<file path="src/core/ppf_pkg.sv">
// package: register map, reset values and pin types of the port pin configuration block
package ppf_pkg;
    localparam int K_PINS = 4;
    localparam int A_PINS = 8;
    localparam int ADDR_W = 12;
    localparam int DATA_W = 32;

    // -------------------------------------------------------------
    // register byte offsets
    // -------------------------------------------------------------
    localparam logic [11:0] OFF_TIMER_INPUT_SELECT = 12'h010;
    localparam logic [11:0] OFF_PULLUP_CONTROL = 12'h02c;
    localparam logic [11:0] OFF_INPUT_GATE_CONTROL = 12'h038;
    localparam logic [11:0] OFF_BYTE_PORT_OUTPUT_CTRL = 12'h040;
    localparam logic [11:0] OFF_BYTE_PORT_FUNC_SELECT = 12'h044;
    localparam logic [11:0] OFF_BYTE_PORT_OPEN_DRAIN = 12'h048;
    localparam logic [11:0] OFF_BYTE_PORT_PULLUP = 12'h04c;
    localparam logic [11:0] OFF_BYTE_PORT_INPUT_GATE = 12'h050;
    localparam logic [11:0] OFF_PIN_LEVEL_STATUS = 12'h054;

    // -------------------------------------------------------------
    // reset values and field positions
    // -------------------------------------------------------------
    localparam logic [3:0] RST_NIBBLE = 4'h0;
    localparam logic [7:0] RST_BYTE = 8'h00;
    localparam logic [31:0] RD_ZERO = 32'h0000_0000;
    localparam int TIS_ONE_A = 0;
    localparam int TIS_ONE_B = 1;
    localparam int TIS_SIX_A = 2;
    localparam int TIS_SIX_B = 3;
    localparam int STAT_A_LSB = 4;

    // -------------------------------------------------------------
    // pin types
    // -------------------------------------------------------------
    typedef enum {
        TYPE_BIDIR_PLAIN,
        TYPE_BIDIR_PULLBOTH,
        TYPE_BIDIR_ENFUNC,
        TYPE_FILTERED_IRQ,
        TYPE_ANALOG_IN,
        TYPE_OUTPUT_ONLY,
        TYPE_BUS_ENFUNC,
        TYPE_BIDIR_INFUNC,
        TYPE_BIDIR_PULLDN,
        TYPE_BIDIR_PULLDN_EN
    } ppf_pin_type_t;

    // pull held on while reset stands, otherwise held off
    function automatic logic forced_on_in_reset(ppf_pin_type_t t);
        case (t)
            TYPE_BIDIR_PULLBOTH: forced_on_in_reset = 1'b1;
            TYPE_OUTPUT_ONLY: forced_on_in_reset = 1'b1;
            default: forced_on_in_reset = 1'b0;
        endcase
    endfunction

    // input gate held open during reset; the synchroniser is reset too, so no level is sampled
    function automatic logic input_on_in_reset(ppf_pin_type_t t);
        case (t)
            TYPE_OUTPUT_ONLY: input_on_in_reset = 1'b1;
            default: input_on_in_reset = 1'b0;
        endcase
    endfunction

    function automatic logic has_noise_filter(ppf_pin_type_t t);
        case (t)
            TYPE_FILTERED_IRQ: has_noise_filter = 1'b1;
            default: has_noise_filter = 1'b0;
        endcase
    endfunction
endpackage

</file>
<file path="src/core/ppf_pad_if.sv">
// interface: configuration and pad signals between the register file and the pad logic
`timescale 1ns/1ps
`default_nettype none
interface ppf_pad_if #(parameter int N = 4);
    logic [N-1:0] cfgOut;
    logic [N-1:0] cfgFunc;
    logic [N-1:0] cfgOd;
    logic [N-1:0] cfgPull;
    logic [N-1:0] cfgGate;
    logic [N-1:0] gpOut;
    logic [N-1:0] altOut;
    logic [N-1:0] altOe;
    logic [N-1:0] padIn;
    logic [N-1:0] padOut;
    logic [N-1:0] padOe;
    logic [N-1:0] pullEn;
    logic [N-1:0] coreIn;

    modport ctl (output cfgOut, cfgFunc, cfgOd, cfgPull, cfgGate, gpOut, altOut, altOe, padIn,
        input padOut, padOe, pullEn, coreIn);
    modport pad (input cfgOut, cfgFunc, cfgOd, cfgPull, cfgGate, gpOut, altOut, altOe, padIn,
        output padOut, padOe, pullEn, coreIn);
endinterface
`default_nettype wire

</file>
<file path="src/core/ppf_pad_ctrl.sv">
// module: per-pin pad control, input synchroniser, noise filter and input gate
`timescale 1ns/1ps
`default_nettype none
module ppf_pad_ctrl #(
    parameter int N = 4,
    parameter ppf_pkg::ppf_pin_type_t PTYPE = ppf_pkg::TYPE_BIDIR_PLAIN
) (
    input wire logic mclk,
    input wire logic rst,
    ppf_pad_if.pad pif
);
    localparam logic [N-1:0] PULL_RST = {N{ppf_pkg::forced_on_in_reset(PTYPE)}};
    localparam logic [N-1:0] GATE_RST = {N{ppf_pkg::input_on_in_reset(PTYPE)}};
    localparam logic FILTER = ppf_pkg::has_noise_filter(PTYPE);

    typedef struct packed {
        logic [N-1:0] s1;
        logic [N-1:0] s2;
        logic [N-1:0] s3;
        logic [N-1:0] flt;
        logic [N-1:0] gate;
        logic [N-1:0] pull;
        logic [N-1:0] oe;
        logic [N-1:0] out;
        logic [N-1:0] core;
    } ppf_pad_st_t;

    ppf_pad_st_t st;
    ppf_pad_st_t next_st;
    logic [N-1:0] drive;
    logic [N-1:0] val;
    logic [N-1:0] agree;

    // ---------------------------------------------------------------
    // next state
    // ---------------------------------------------------------------
    always_comb begin
        next_st = st;
        // function output reaches the pin only with its own enable
        drive = (pif.cfgFunc & pif.cfgOut & pif.altOe) | (~pif.cfgFunc & pif.cfgOut);
        val = (pif.cfgFunc & pif.altOut) | (~pif.cfgFunc & pif.gpOut);
        next_st.out = val;
        // open drain only counts in function mode, it is don't-care otherwise
        next_st.oe = drive & ~(pif.cfgFunc & pif.cfgOd & val);
        next_st.pull = pif.cfgPull;
        next_st.gate = pif.cfgGate;
        next_st.s1 = pif.padIn;
        next_st.s2 = st.s1;
        next_st.s3 = st.s2;
        // filtered type takes a new level only after two agreeing samples
        agree = FILTER ? ~(st.s2 ^ st.s3) : {N{1'b1}};
        next_st.flt = (agree & st.s2) | (~agree & st.flt);
        next_st.core = st.flt & st.gate;
    end

    // reset constants hold pull and gate in their forced state
    always_ff @(posedge mclk or posedge rst) begin
        if (rst) begin
            st <= '{s1: '0, s2: '0, s3: '0, flt: '0, gate: GATE_RST, pull: PULL_RST,
                oe: '0, out: '0, core: '0};
        end else begin
            st <= next_st;
        end
    end

    assign pif.padOut = st.out;
    assign pif.padOe = st.oe;
    assign pif.pullEn = st.pull;
    assign pif.coreIn = st.core;

    // ---------------------------------------------------------------
    // checks
    // ---------------------------------------------------------------
    chk_pull_follows: assert property (@(posedge mclk) disable iff (rst)
        !$past(rst) |-> pif.pullEn == $past(pif.cfgPull))
        else $error("pull enable does not follow its control bit");
    chk_gate_blocks: assert property (@(posedge mclk) disable iff (rst)
        !$past(rst, 2) |-> pif.coreIn == ($past(st.flt) & $past(pif.cfgGate, 2)))
        else $error("input gate does not gate the core input");
    chk_reset_pull: assert property (@(posedge mclk) disable iff (rst)
        $past(rst) |-> $past(pif.pullEn) == PULL_RST)
        else $error("pull not forced to its reset state");
    chk_boot_gate: assert property (@(posedge mclk) disable iff (rst)
        $past(rst) |-> $past(st.gate) == GATE_RST)
        else $error("input gate not forced to its reset state");
    chk_func_oe: assert property (@(posedge mclk) disable iff (rst)
        !$past(rst) |-> (pif.padOe & $past(pif.cfgFunc) & ~$past(pif.altOe)) == '0)
        else $error("function pin driven without function enable");
    cov_func_drive: cover property (@(posedge mclk) disable iff (rst)
        |(pif.padOe & $past(pif.cfgFunc)));
endmodule
`default_nettype wire

</file>
<file path="src/core/ppf_pin_cfg.sv">
// module: APB register file and pin configuration for the 4-bit and 8-bit ports
//
// Overview of operation
// - timer select bit 1 routes its pin to a timer capture; 3,2 timer six, 1,0 one
// - pull-up control bits 31..4 read zero, bits 3..0 read/write per pin
// - pull-up bit 1 enables pin pull-up, 0 disables it
// - input control bits 31..4 read zero, bits 3..0 read/write per pin
// - input control bit 1 passes pin input to core, 0 blocks it
// - pull forced off during reset for types marked forced-off
// - pull forced on during reset for both-pull bidirectional and output-only types
// - output-only type keeps input gate enabled during reset; synchroniser also held in reset, core input stays zero
// - function output drives pin only while the function asserts its enable
// - ten pin types differing in direction, analog, pulls, open drain, filter
// - every configuration bit resets to zero unless marked otherwise
`timescale 1ns/1ps
`default_nettype none
module ppf_pin_cfg #(
    parameter ppf_pkg::ppf_pin_type_t K_TYPE = ppf_pkg::TYPE_FILTERED_IRQ,
    parameter ppf_pkg::ppf_pin_type_t A_TYPE = ppf_pkg::TYPE_BUS_ENFUNC
) (
    input wire logic mclk,
    input wire logic rst,
    input wire logic [11:0] paddr,
    input wire logic psel,
    input wire logic penable,
    input wire logic pwrite,
    input wire logic [31:0] pwdata,
    output logic [31:0] prdata,
    output logic pready,
    output logic pslverr,
    input wire logic [3:0] kPadIn,
    output logic [3:0] kPullEn,
    output logic [3:0] kCoreIn,
    output logic timerOneCaptureA,
    output logic timerOneCaptureB,
    output logic timerSixCaptureA,
    output logic timerSixCaptureB,
    input wire logic [7:0] aPadIn,
    output logic [7:0] aPadOut,
    output logic [7:0] aPadOe,
    output logic [7:0] aPullEn,
    output logic [7:0] aCoreIn,
    input wire logic [7:0] aGpOut,
    input wire logic [7:0] extBusLineOut,
    input wire logic [7:0] extBusLineOe
);
    localparam int KP = ppf_pkg::K_PINS;
    localparam int AP = ppf_pkg::A_PINS;

    typedef struct packed {
        logic [KP-1:0] timerSel;
        logic [KP-1:0] pinPullupBits;
        logic [KP-1:0] pinInputGateBits;
        logic [AP-1:0] bytePortOutputCtrl;
        logic [AP-1:0] bytePortFuncSelect;
        logic [AP-1:0] bytePortOpenDrain;
        logic [AP-1:0] bytePortPullup;
        logic [AP-1:0] bytePortInputGate;
        logic [KP-1:0] timerCap;
        logic ready;
        logic err;
        logic [31:0] rdata;
    } ppf_top_st_t;

    ppf_top_st_t st;
    ppf_top_st_t next_st;
    logic access;
    logic hit;
    logic [31:0] rmux;

    ppf_pad_if #(.N(KP)) kIf ();
    ppf_pad_if #(.N(AP)) aIf ();

    // ---------------------------------------------------------------
    // register read mux and decode
    // ---------------------------------------------------------------
    // unused upper bits are zero-extended, so nothing above the field reads back
    always_comb begin
        hit = 1'b1;
        rmux = ppf_pkg::RD_ZERO;
        case (paddr)
            ppf_pkg::OFF_TIMER_INPUT_SELECT: rmux = 32'(st.timerSel);
            ppf_pkg::OFF_PULLUP_CONTROL: rmux = 32'(st.pinPullupBits);
            ppf_pkg::OFF_INPUT_GATE_CONTROL: rmux = 32'(st.pinInputGateBits);
            ppf_pkg::OFF_BYTE_PORT_OUTPUT_CTRL: rmux = 32'(st.bytePortOutputCtrl);
            ppf_pkg::OFF_BYTE_PORT_FUNC_SELECT: rmux = 32'(st.bytePortFuncSelect);
            ppf_pkg::OFF_BYTE_PORT_OPEN_DRAIN: rmux = 32'(st.bytePortOpenDrain);
            ppf_pkg::OFF_BYTE_PORT_PULLUP: rmux = 32'(st.bytePortPullup);
            ppf_pkg::OFF_BYTE_PORT_INPUT_GATE: rmux = 32'(st.bytePortInputGate);
            ppf_pkg::OFF_PIN_LEVEL_STATUS: rmux = 32'({aIf.coreIn, kIf.coreIn});
            default: hit = 1'b0;
        endcase
    end

    // ---------------------------------------------------------------
    // next state
    // ---------------------------------------------------------------
    always_comb begin
        next_st = st;
        access = psel && penable;
        next_st.ready = 1'b0;
        next_st.err = 1'b0;
        next_st.rdata = ppf_pkg::RD_ZERO;
        // one wait state: answer is registered in the first access cycle and seen in the second
        if (access && !st.ready) begin
            next_st.ready = 1'b1;
            next_st.err = !hit;
            next_st.rdata = pwrite ? ppf_pkg::RD_ZERO : rmux;
        end
        // writes land only at the completing edge; upper data bits are dropped
        if (access && st.ready && pwrite) begin
            case (paddr)
                ppf_pkg::OFF_TIMER_INPUT_SELECT: next_st.timerSel = pwdata[KP-1:0];
                ppf_pkg::OFF_PULLUP_CONTROL: next_st.pinPullupBits = pwdata[KP-1:0];
                ppf_pkg::OFF_INPUT_GATE_CONTROL: next_st.pinInputGateBits = pwdata[KP-1:0];
                ppf_pkg::OFF_BYTE_PORT_OUTPUT_CTRL: next_st.bytePortOutputCtrl = pwdata[AP-1:0];
                ppf_pkg::OFF_BYTE_PORT_FUNC_SELECT: next_st.bytePortFuncSelect = pwdata[AP-1:0];
                ppf_pkg::OFF_BYTE_PORT_OPEN_DRAIN: next_st.bytePortOpenDrain = pwdata[AP-1:0];
                ppf_pkg::OFF_BYTE_PORT_PULLUP: next_st.bytePortPullup = pwdata[AP-1:0];
                ppf_pkg::OFF_BYTE_PORT_INPUT_GATE: next_st.bytePortInputGate = pwdata[AP-1:0];
                default: next_st.err = 1'b0;
            endcase
        end
        // a pin routed to a timer keeps feeding the core input path too
        next_st.timerCap = kIf.coreIn & st.timerSel;
    end

    // all configuration resets to zero
    always_ff @(posedge mclk or posedge rst) begin
        if (rst) begin
            st <= '{timerSel: ppf_pkg::RST_NIBBLE, pinPullupBits: ppf_pkg::RST_NIBBLE,
                pinInputGateBits: ppf_pkg::RST_NIBBLE, bytePortOutputCtrl: ppf_pkg::RST_BYTE,
                bytePortFuncSelect: ppf_pkg::RST_BYTE, bytePortOpenDrain: ppf_pkg::RST_BYTE,
                bytePortPullup: ppf_pkg::RST_BYTE, bytePortInputGate: ppf_pkg::RST_BYTE,
                timerCap: ppf_pkg::RST_NIBBLE, ready: 1'b0, err: 1'b0,
                rdata: ppf_pkg::RD_ZERO};
        end else begin
            st <= next_st;
        end
    end

    // ---------------------------------------------------------------
    // port wiring
    // ---------------------------------------------------------------
    // the 4-bit port has no output path in this block; its drive lives elsewhere
    assign kIf.cfgOut = '0;
    assign kIf.cfgFunc = '0;
    assign kIf.cfgOd = '0;
    assign kIf.cfgPull = st.pinPullupBits;
    assign kIf.cfgGate = st.pinInputGateBits;
    assign kIf.gpOut = '0;
    assign kIf.altOut = '0;
    assign kIf.altOe = '0;
    assign kIf.padIn = kPadIn;

    // single function select per pin is relied on: func bit 1 means bus line
    assign aIf.cfgOut = st.bytePortOutputCtrl;
    assign aIf.cfgFunc = st.bytePortFuncSelect;
    assign aIf.cfgOd = st.bytePortOpenDrain;
    assign aIf.cfgPull = st.bytePortPullup;
    assign aIf.cfgGate = st.bytePortInputGate;
    assign aIf.gpOut = aGpOut;
    assign aIf.altOut = extBusLineOut;
    assign aIf.altOe = extBusLineOe;
    assign aIf.padIn = aPadIn;

    ppf_pad_ctrl #(.N(KP), .PTYPE(K_TYPE)) kPad (
        .mclk(mclk),
        .rst(rst),
        .pif(kIf.pad)
    );

    ppf_pad_ctrl #(.N(AP), .PTYPE(A_TYPE)) aPad (
        .mclk(mclk),
        .rst(rst),
        .pif(aIf.pad)
    );

    assign prdata = st.rdata;
    assign pready = st.ready;
    assign pslverr = st.err;
    assign kPullEn = kIf.pullEn;
    assign kCoreIn = kIf.coreIn;
    assign timerOneCaptureA = st.timerCap[ppf_pkg::TIS_ONE_A];
    assign timerOneCaptureB = st.timerCap[ppf_pkg::TIS_ONE_B];
    assign timerSixCaptureA = st.timerCap[ppf_pkg::TIS_SIX_A];
    assign timerSixCaptureB = st.timerCap[ppf_pkg::TIS_SIX_B];
    assign aPadOut = aIf.padOut;
    assign aPadOe = aIf.padOe;
    assign aPullEn = aIf.pullEn;
    assign aCoreIn = aIf.coreIn;

    // ---------------------------------------------------------------
    // checks
    // ---------------------------------------------------------------
    chk_timer_route: assert property (@(posedge mclk) disable iff (rst)
        !$past(rst) |-> timerSixCaptureB == ($past(kIf.coreIn[3]) & $past(st.timerSel[3]))
            && timerOneCaptureA == ($past(kIf.coreIn[0]) & $past(st.timerSel[0])))
        else $error("timer capture routing wrong");
    chk_pullup_readzero: assert property (@(posedge mclk) disable iff (rst)
        (access && !pready && !pwrite && paddr == ppf_pkg::OFF_PULLUP_CONTROL)
            |=> pready && prdata == 32'($past(st.pinPullupBits)))
        else $error("pull-up control read wrong");
    chk_gate_readzero: assert property (@(posedge mclk) disable iff (rst)
        (access && !pready && !pwrite && paddr == ppf_pkg::OFF_INPUT_GATE_CONTROL)
            |=> prdata[31:4] == '0 && prdata[3:0] == $past(st.pinInputGateBits))
        else $error("input control read wrong");
    chk_write_masked: assert property (@(posedge mclk) disable iff (rst)
        (access && pready && pwrite && paddr == ppf_pkg::OFF_PULLUP_CONTROL)
            |=> st.pinPullupBits == $past(pwdata[3:0]) ##1 kPullEn == $past(pwdata[3:0], 2))
        else $error("pull-up write did not land in low bits only");
    chk_reset_zero: assert property (@(posedge mclk) disable iff (rst)
        $past(rst) |-> $past(st.timerSel) == '0 && $past(st.bytePortFuncSelect) == '0
            && $past(aPadOe) == '0)
        else $error("configuration not zero after reset");
    chk_unmapped_err: assert property (@(posedge mclk) disable iff (rst)
        (access && !pready && !hit) |=> pready && pslverr ##1 !pready && !pslverr)
        else $error("unmapped access not refused");
    cov_timer_write: cover property (@(posedge mclk) disable iff (rst)
        access && pready && pwrite && paddr == ppf_pkg::OFF_TIMER_INPUT_SELECT);
    cov_pull_read: cover property (@(posedge mclk) disable iff (rst)
        access && pready && !pwrite && paddr == ppf_pkg::OFF_PULLUP_CONTROL);
    cov_unmapped: cover property (@(posedge mclk) disable iff (rst) pready && pslverr);
    cov_capture: cover property (@(posedge mclk) disable iff (rst) timerOneCaptureA);
endmodule
`default_nettype wire

</file>
<file path="config.mk">
export PLATFORM = sky130hd
export DESIGN_NAME = ppf_pin_cfg
export DESIGN_NICKNAME = d
export VERILOG_FILES = /design/src/core/ppf_pkg.sv /design/src/core/ppf_pad_if.sv /design/src/core/ppf_pad_ctrl.sv /design/src/core/ppf_pin_cfg.sv
export SDC_FILE = /design/constraint.sdc
export NUM_CORES = 1
export LEC_CHECK = 0
export BUFFER_PORTS_ARGS = -buffer_cell sky130_fd_sc_hd__buf_2
export CELL_PAD_IN_SITES_DETAIL_PLACEMENT = 1
export CELL_PAD_IN_SITES_GLOBAL_PLACEMENT = 2
export CORE_ASPECT_RATIO = 1.5
export CORE_UTILIZATION = 36
export DETAILED_ROUTE_END_ITERATION = 10
export PLACE_DENSITY_LB_ADDON = 0.12
export SLEW_MARGIN = 20
export SYNTH_ARGS = -nofsm -noshare
export SYNTH_HDL_FRONTEND = slang
export SYNTH_HIERARCHICAL = 1
export SYNTH_SLANG_ARGS = --single-unit
</file>
<file path="constraint.sdc">
create_clock -name mclk -period 2.84 [get_ports mclk]
set_clock_uncertainty 0.15 [all_clocks]
set_input_delay 0.568 -clock mclk [delete_from_list [all_inputs] [get_ports mclk]]
set_output_delay 0.568 -clock mclk [all_outputs]
set_load 0.1 [all_outputs]
</file>
# --- After elaboration in Yosys (flattened, before gate mapping) ---
# Index checks and enable logic that the tools add are counted.
totals:
  register_bits: 182
  latchBits: 0
  ramBits: 0
  mem_bits_ro: 0
  inputBits: 85
  out_inout_bits: 78
  wordCells: 79
  n_memories: 0
op_classes:
  n_addsub: 0
  mul: 0
  n_div: 0
  n_lt_le_gt_ge: 0
  n_eq_ne: 9
  shifts: 0
  muxes: 6
  n_bitwise: 21
  n_reduce_logical: 16
op_table:
  columns: ["op", "n"]
  rows:
  - ["case mux 12 bit (9 select lines)", 1]
  - ["bitwise AND 8 bit", 9]
  - ["== test 12 x 7 -> 1 bit, second input constant", 6]
  - ["2-to-1 mux 34 bit", 1]
  - ["2-to-1 mux 32 bit", 1]
  - ["== test 12 x 6 -> 1 bit, second input constant", 2]
  - ["bitwise AND 4 bit", 4]
  - ["inverter 8 bit", 2]
  - ["OR 8 bit", 2]
  - ["AND reduction 2 bit", 8]
  - ["== test 12 x 5 -> 1 bit, second input constant", 1]
  - ["OR reduction 9 bit", 1]
  - ["inverter 4 bit", 2]
  - ["OR reduction 8 bit", 1]
  - ["logical AND 1 bit", 4]
  - ["OR 4 bit", 1]
  - ["XOR 4 bit", 1]
  - ["2-to-1 mux 1 bit", 3]
  - ["zero test 1 bit", 2]

# --- Logic depth before layout (Yosys ltp) ---
logic_depth:
  ltp_word: 7
  ltp_mapped: 6
  depth_no_buf: 4

# --- Cells and area by module ---
# The synthesis kept the hierarchy.
by_module_without_submodules:
  columns: ["module", "instances", "cells_per_inst", "area_each_um2", "seq_area_each_um2"]
  rows:
  - ["ppf_pin_cfg", 1, 301, 3594.7, 1751.7]
  - ["ppf_pad_ctrl at aPad", 1, 129, 2185.8, 1601.5]
  - ["ppf_pad_ctrl at kPad", 1, 73, 1239.9, 900.9]

# --- Least setup slack after synthesis ---
# No wires, ideal clock.
synth_timing:
  path_kind: "input-to-reg"
  from: "in paddr[9]"
  to: "reg st, in the netlist aIf.cfgPull[0]"
  setup_time_ns: 0.125
  arrival_time_ns: 2.363
  required_time_ns: 2.565
  path_slack_ns: 0.203
  path_stages: 6
  n_path_buf: 2
  path_cell_list: "or4_1 -> buf_2 -> nor4_4 -> and4_1 -> buf_4 -> mux2_2"
synth_via:
  elab_chain_cells: 2
synth_lines:
  columns: ["element", "line_no", "rtl"]
  rows:
  - ["from (decl)", "ppf_pin_cfg.sv:23", "input wire logic [11:0] paddr,"]
  - ["== test 12 x 7 -> 1 bit", "ppf_pin_cfg.sv:112", "case (paddr)"]
  - ["AND reduction 2 bit (no source line)", null, null]
  - ["to (signal assigned)", "ppf_pin_cfg.sv:131", "st <= '{timerSel: ppf_pkg::RST_NIBBLE, pinPullupBits: ppf_pkg::RST_NIBBLE,"]
  - ["to (signal assigned)", "ppf_pin_cfg.sv:138", "st <= next_st;"]
  - ["to (decl)", "ppf_pin_cfg.sv:65", "ppf_top_st_t st;"]
# Every way passes these cells.
# A chain may end at the register's enable or synchronous reset.

==> run summary <==
Setup Viol. Count Final = 0
Placed Instances = 768
Syn. warnings = 6
P&R area growth vs syn = 17.12%
Final-layout fill cell count = 1892
RSZ-0062 raised after global routing = no
DP Worst Slack = -0.003836 ns
R2R Path Start = pready
CTS tree = done
Power Density = 644.8 mW/mm^2
Die ar. = 0.01893 mm^2
Critical R2R Capture = aIf.cfgGate[4]
Synthesized instance count = 475
Max-cap violations = 0
Via density = 4.913
Commonest cells after routing, fill and taps aside = dfrtp_1 (162), buf_2 (118), mux2_2 (59)
CP Data Arrival Time = 2.66 ns
Final period util = 87.35%
Worst Setup Start Kind = input port
Slowest CP cell = or4_1
RePlAce Congestion = 0.8247
Worst-path cell chain = buf_2 > or4_1 > buf_4 > nor4_1 > o311ai_1 > buf_4 > nor3b_1
Drt pass-1 iters = 4
# diodes = 0
Initial antenna violation count = 1
FP Rows = 60
DRC = 0
Status = completed
Final Hold Viols = 0
Min-delay src = kPadIn[3]
Total Routing Usage GR = 17.67%
Core region area = 0.01794 mm^2
CTS Buf Count = 17
Final ANT Viol Nets = 0
Share of layout cells above drive strength 1 = 44.52%
Crit path kind = input port to register
CP required = 3.01 ns
TritonCTS Sinks = 162
Hold EP = kPad/next_st[31]
Cell mode on critical path = buf_4
Worst Tran Pin Value = 0.8066 ns
Nets = 656
Initial core utilization = 36.87%
I/O Buffers = 118
Final setup margin = 0.3593 ns
Reg clk slew, reported paths = 0.06 ns
WL/cell = 19.40 um
Ports = 163
Flop2flop setup slack = 1.01 ns
DIE WIDTH = 112.7 um
Hold path depth = 1
Largest net degree at the start of global routing = 41
Final worst path period need = 2.481 ns
Leak pwr = 3.972 nW
Avg Cell Area, Syn = 13.93 um^2
Relative slew margins = 45.38%
Total Power = 4.995 mW
Multi-input logic area = 0.001986 mm^2
GRT Residual Overflow = 0
CP peak stage delay = 0.64 ns
Drt total wl = 15540 um
Routed via count = 3935
DP HPWL = 11730 um
Seq. cell area = 0.004054 mm^2
Final slew viol count = 0
H-tree levels = 4
Die height = 168.0 um
FMAX = 0.4031 GHz
Worst vdd ir = 0.0003156 V
Crit-path max FO = 9
HP Class = input port to register
Root Buffer = clkbuf_16
Final cell count without fillers = 801
Initial DRC count = 113
Wire length of the first global-routing pass = 24450 um
Number of global-route vias before repair = 4401
Worst-Skew Late Latency = 0.42 ns
CTS Buffer Depth = 2
Worst setup EP type = register
Cell Area, Synth = 0.006615 mm^2
Commonest non-fill, non-tap cell in the layout = dfrtp_1
Reg2Reg Depth = 6
-- report_power, final --
group | total [mW] | internal, mW | switching [mW]
Clock | 2.25 | 1.31 | 0.947
Combinational | 0.383 | 0.0810 | 0.302
Sequential | 2.36 | 2.35 | 0.0135
-- critical path, delay by kind of cell --
kind            cells  cell delay, ns
buf+inv             3            0.58
compound gates      1            0.34
simple gates        3            1.16
-- through the flow --
step / utilization, % / hold WS, ns / area, um^2 / TNS [ns]
finish: 43.18 / 0.1008 / 7747 / 0
global placement: 39.88 / 0.1825 / 7156 / 0
detailed placement: 39.88 / 0.1856 / 7156 / -0.003836
CTS: 43.18 / 0.07859 / 7747 / 0
floorplan: - / 0.1812 / 6686 / 0
global route: 43.18 / 0.07577 / 7747 / 0
-- registers in the layout, indices dropped and copies added, names as in the netlist, 4 cells and up, named ones only --
register and count:
kPad/st 8, kIf.cfgGate 4, kIf.cfgPull 4, aPad/next_st 16, aPad/pif.coreIn 8, aIf.cfgGate 8
aPad/st 16, kPad/pif.pullEn 4, aPad/pif.padOut 8, prdata 12, aPad/pif.pullEn 8, kPad/next_st 8
kPad/pif.coreIn 4, st 4, aPad/pif.padOe 8, aIf.cfgPull 8, aIf.cfgOd 8, aIf.cfgFunc 8
aIf.cfgOut 8
-- layout make-up --
type / count / area share [%]
Sequential cell: 162 / 52.33
Multi-Input combinational cell: 235 / 25.63
Timing Repair Buffer: 144 / 10.50
Clock buffer: 18 / 5.539
Tap cell: 217 / 3.505
Clock inverter: 14 / 1.970
Inverter: 11 / 0.5329
-- how the worst max path moves through the flow --
stage             start        endpoint  slack [ns]  cells past startpoint
5_1_grt        paddr[9]      prdata[10]        0.28                      7
3_3_place_gp   paddr[9]  aIf.cfgGate[4]        0.04                      7
3_5_place_dp   paddr[9]       prdata[9]      -0.004                      7
6_report       paddr[9]      prdata[11]        0.36                      7
4_1_cts        paddr[9]       prdata[9]        0.44                      7
2_1_floorplan  paddr[9]  aIf.cfgPull[0]        0.20                      6
-- per-layer routing --
metal	track usage, %	up-vias	part of all wire [%]
met1	19.37	2044	38
met5	0	-	0
li1	-	1770	-
met3	3.708	24	3.2
met4	7.304	0	2.3
met2	32.74	97	56
-- what timing repair did --
item,in CTS,in global routing
gates resized for setup,0,0
hold buffers,1,0
endpoints found under the hold margin,10,0
setup buffers,0,0
Note: power is estimated with default switching activity, not from simulation.
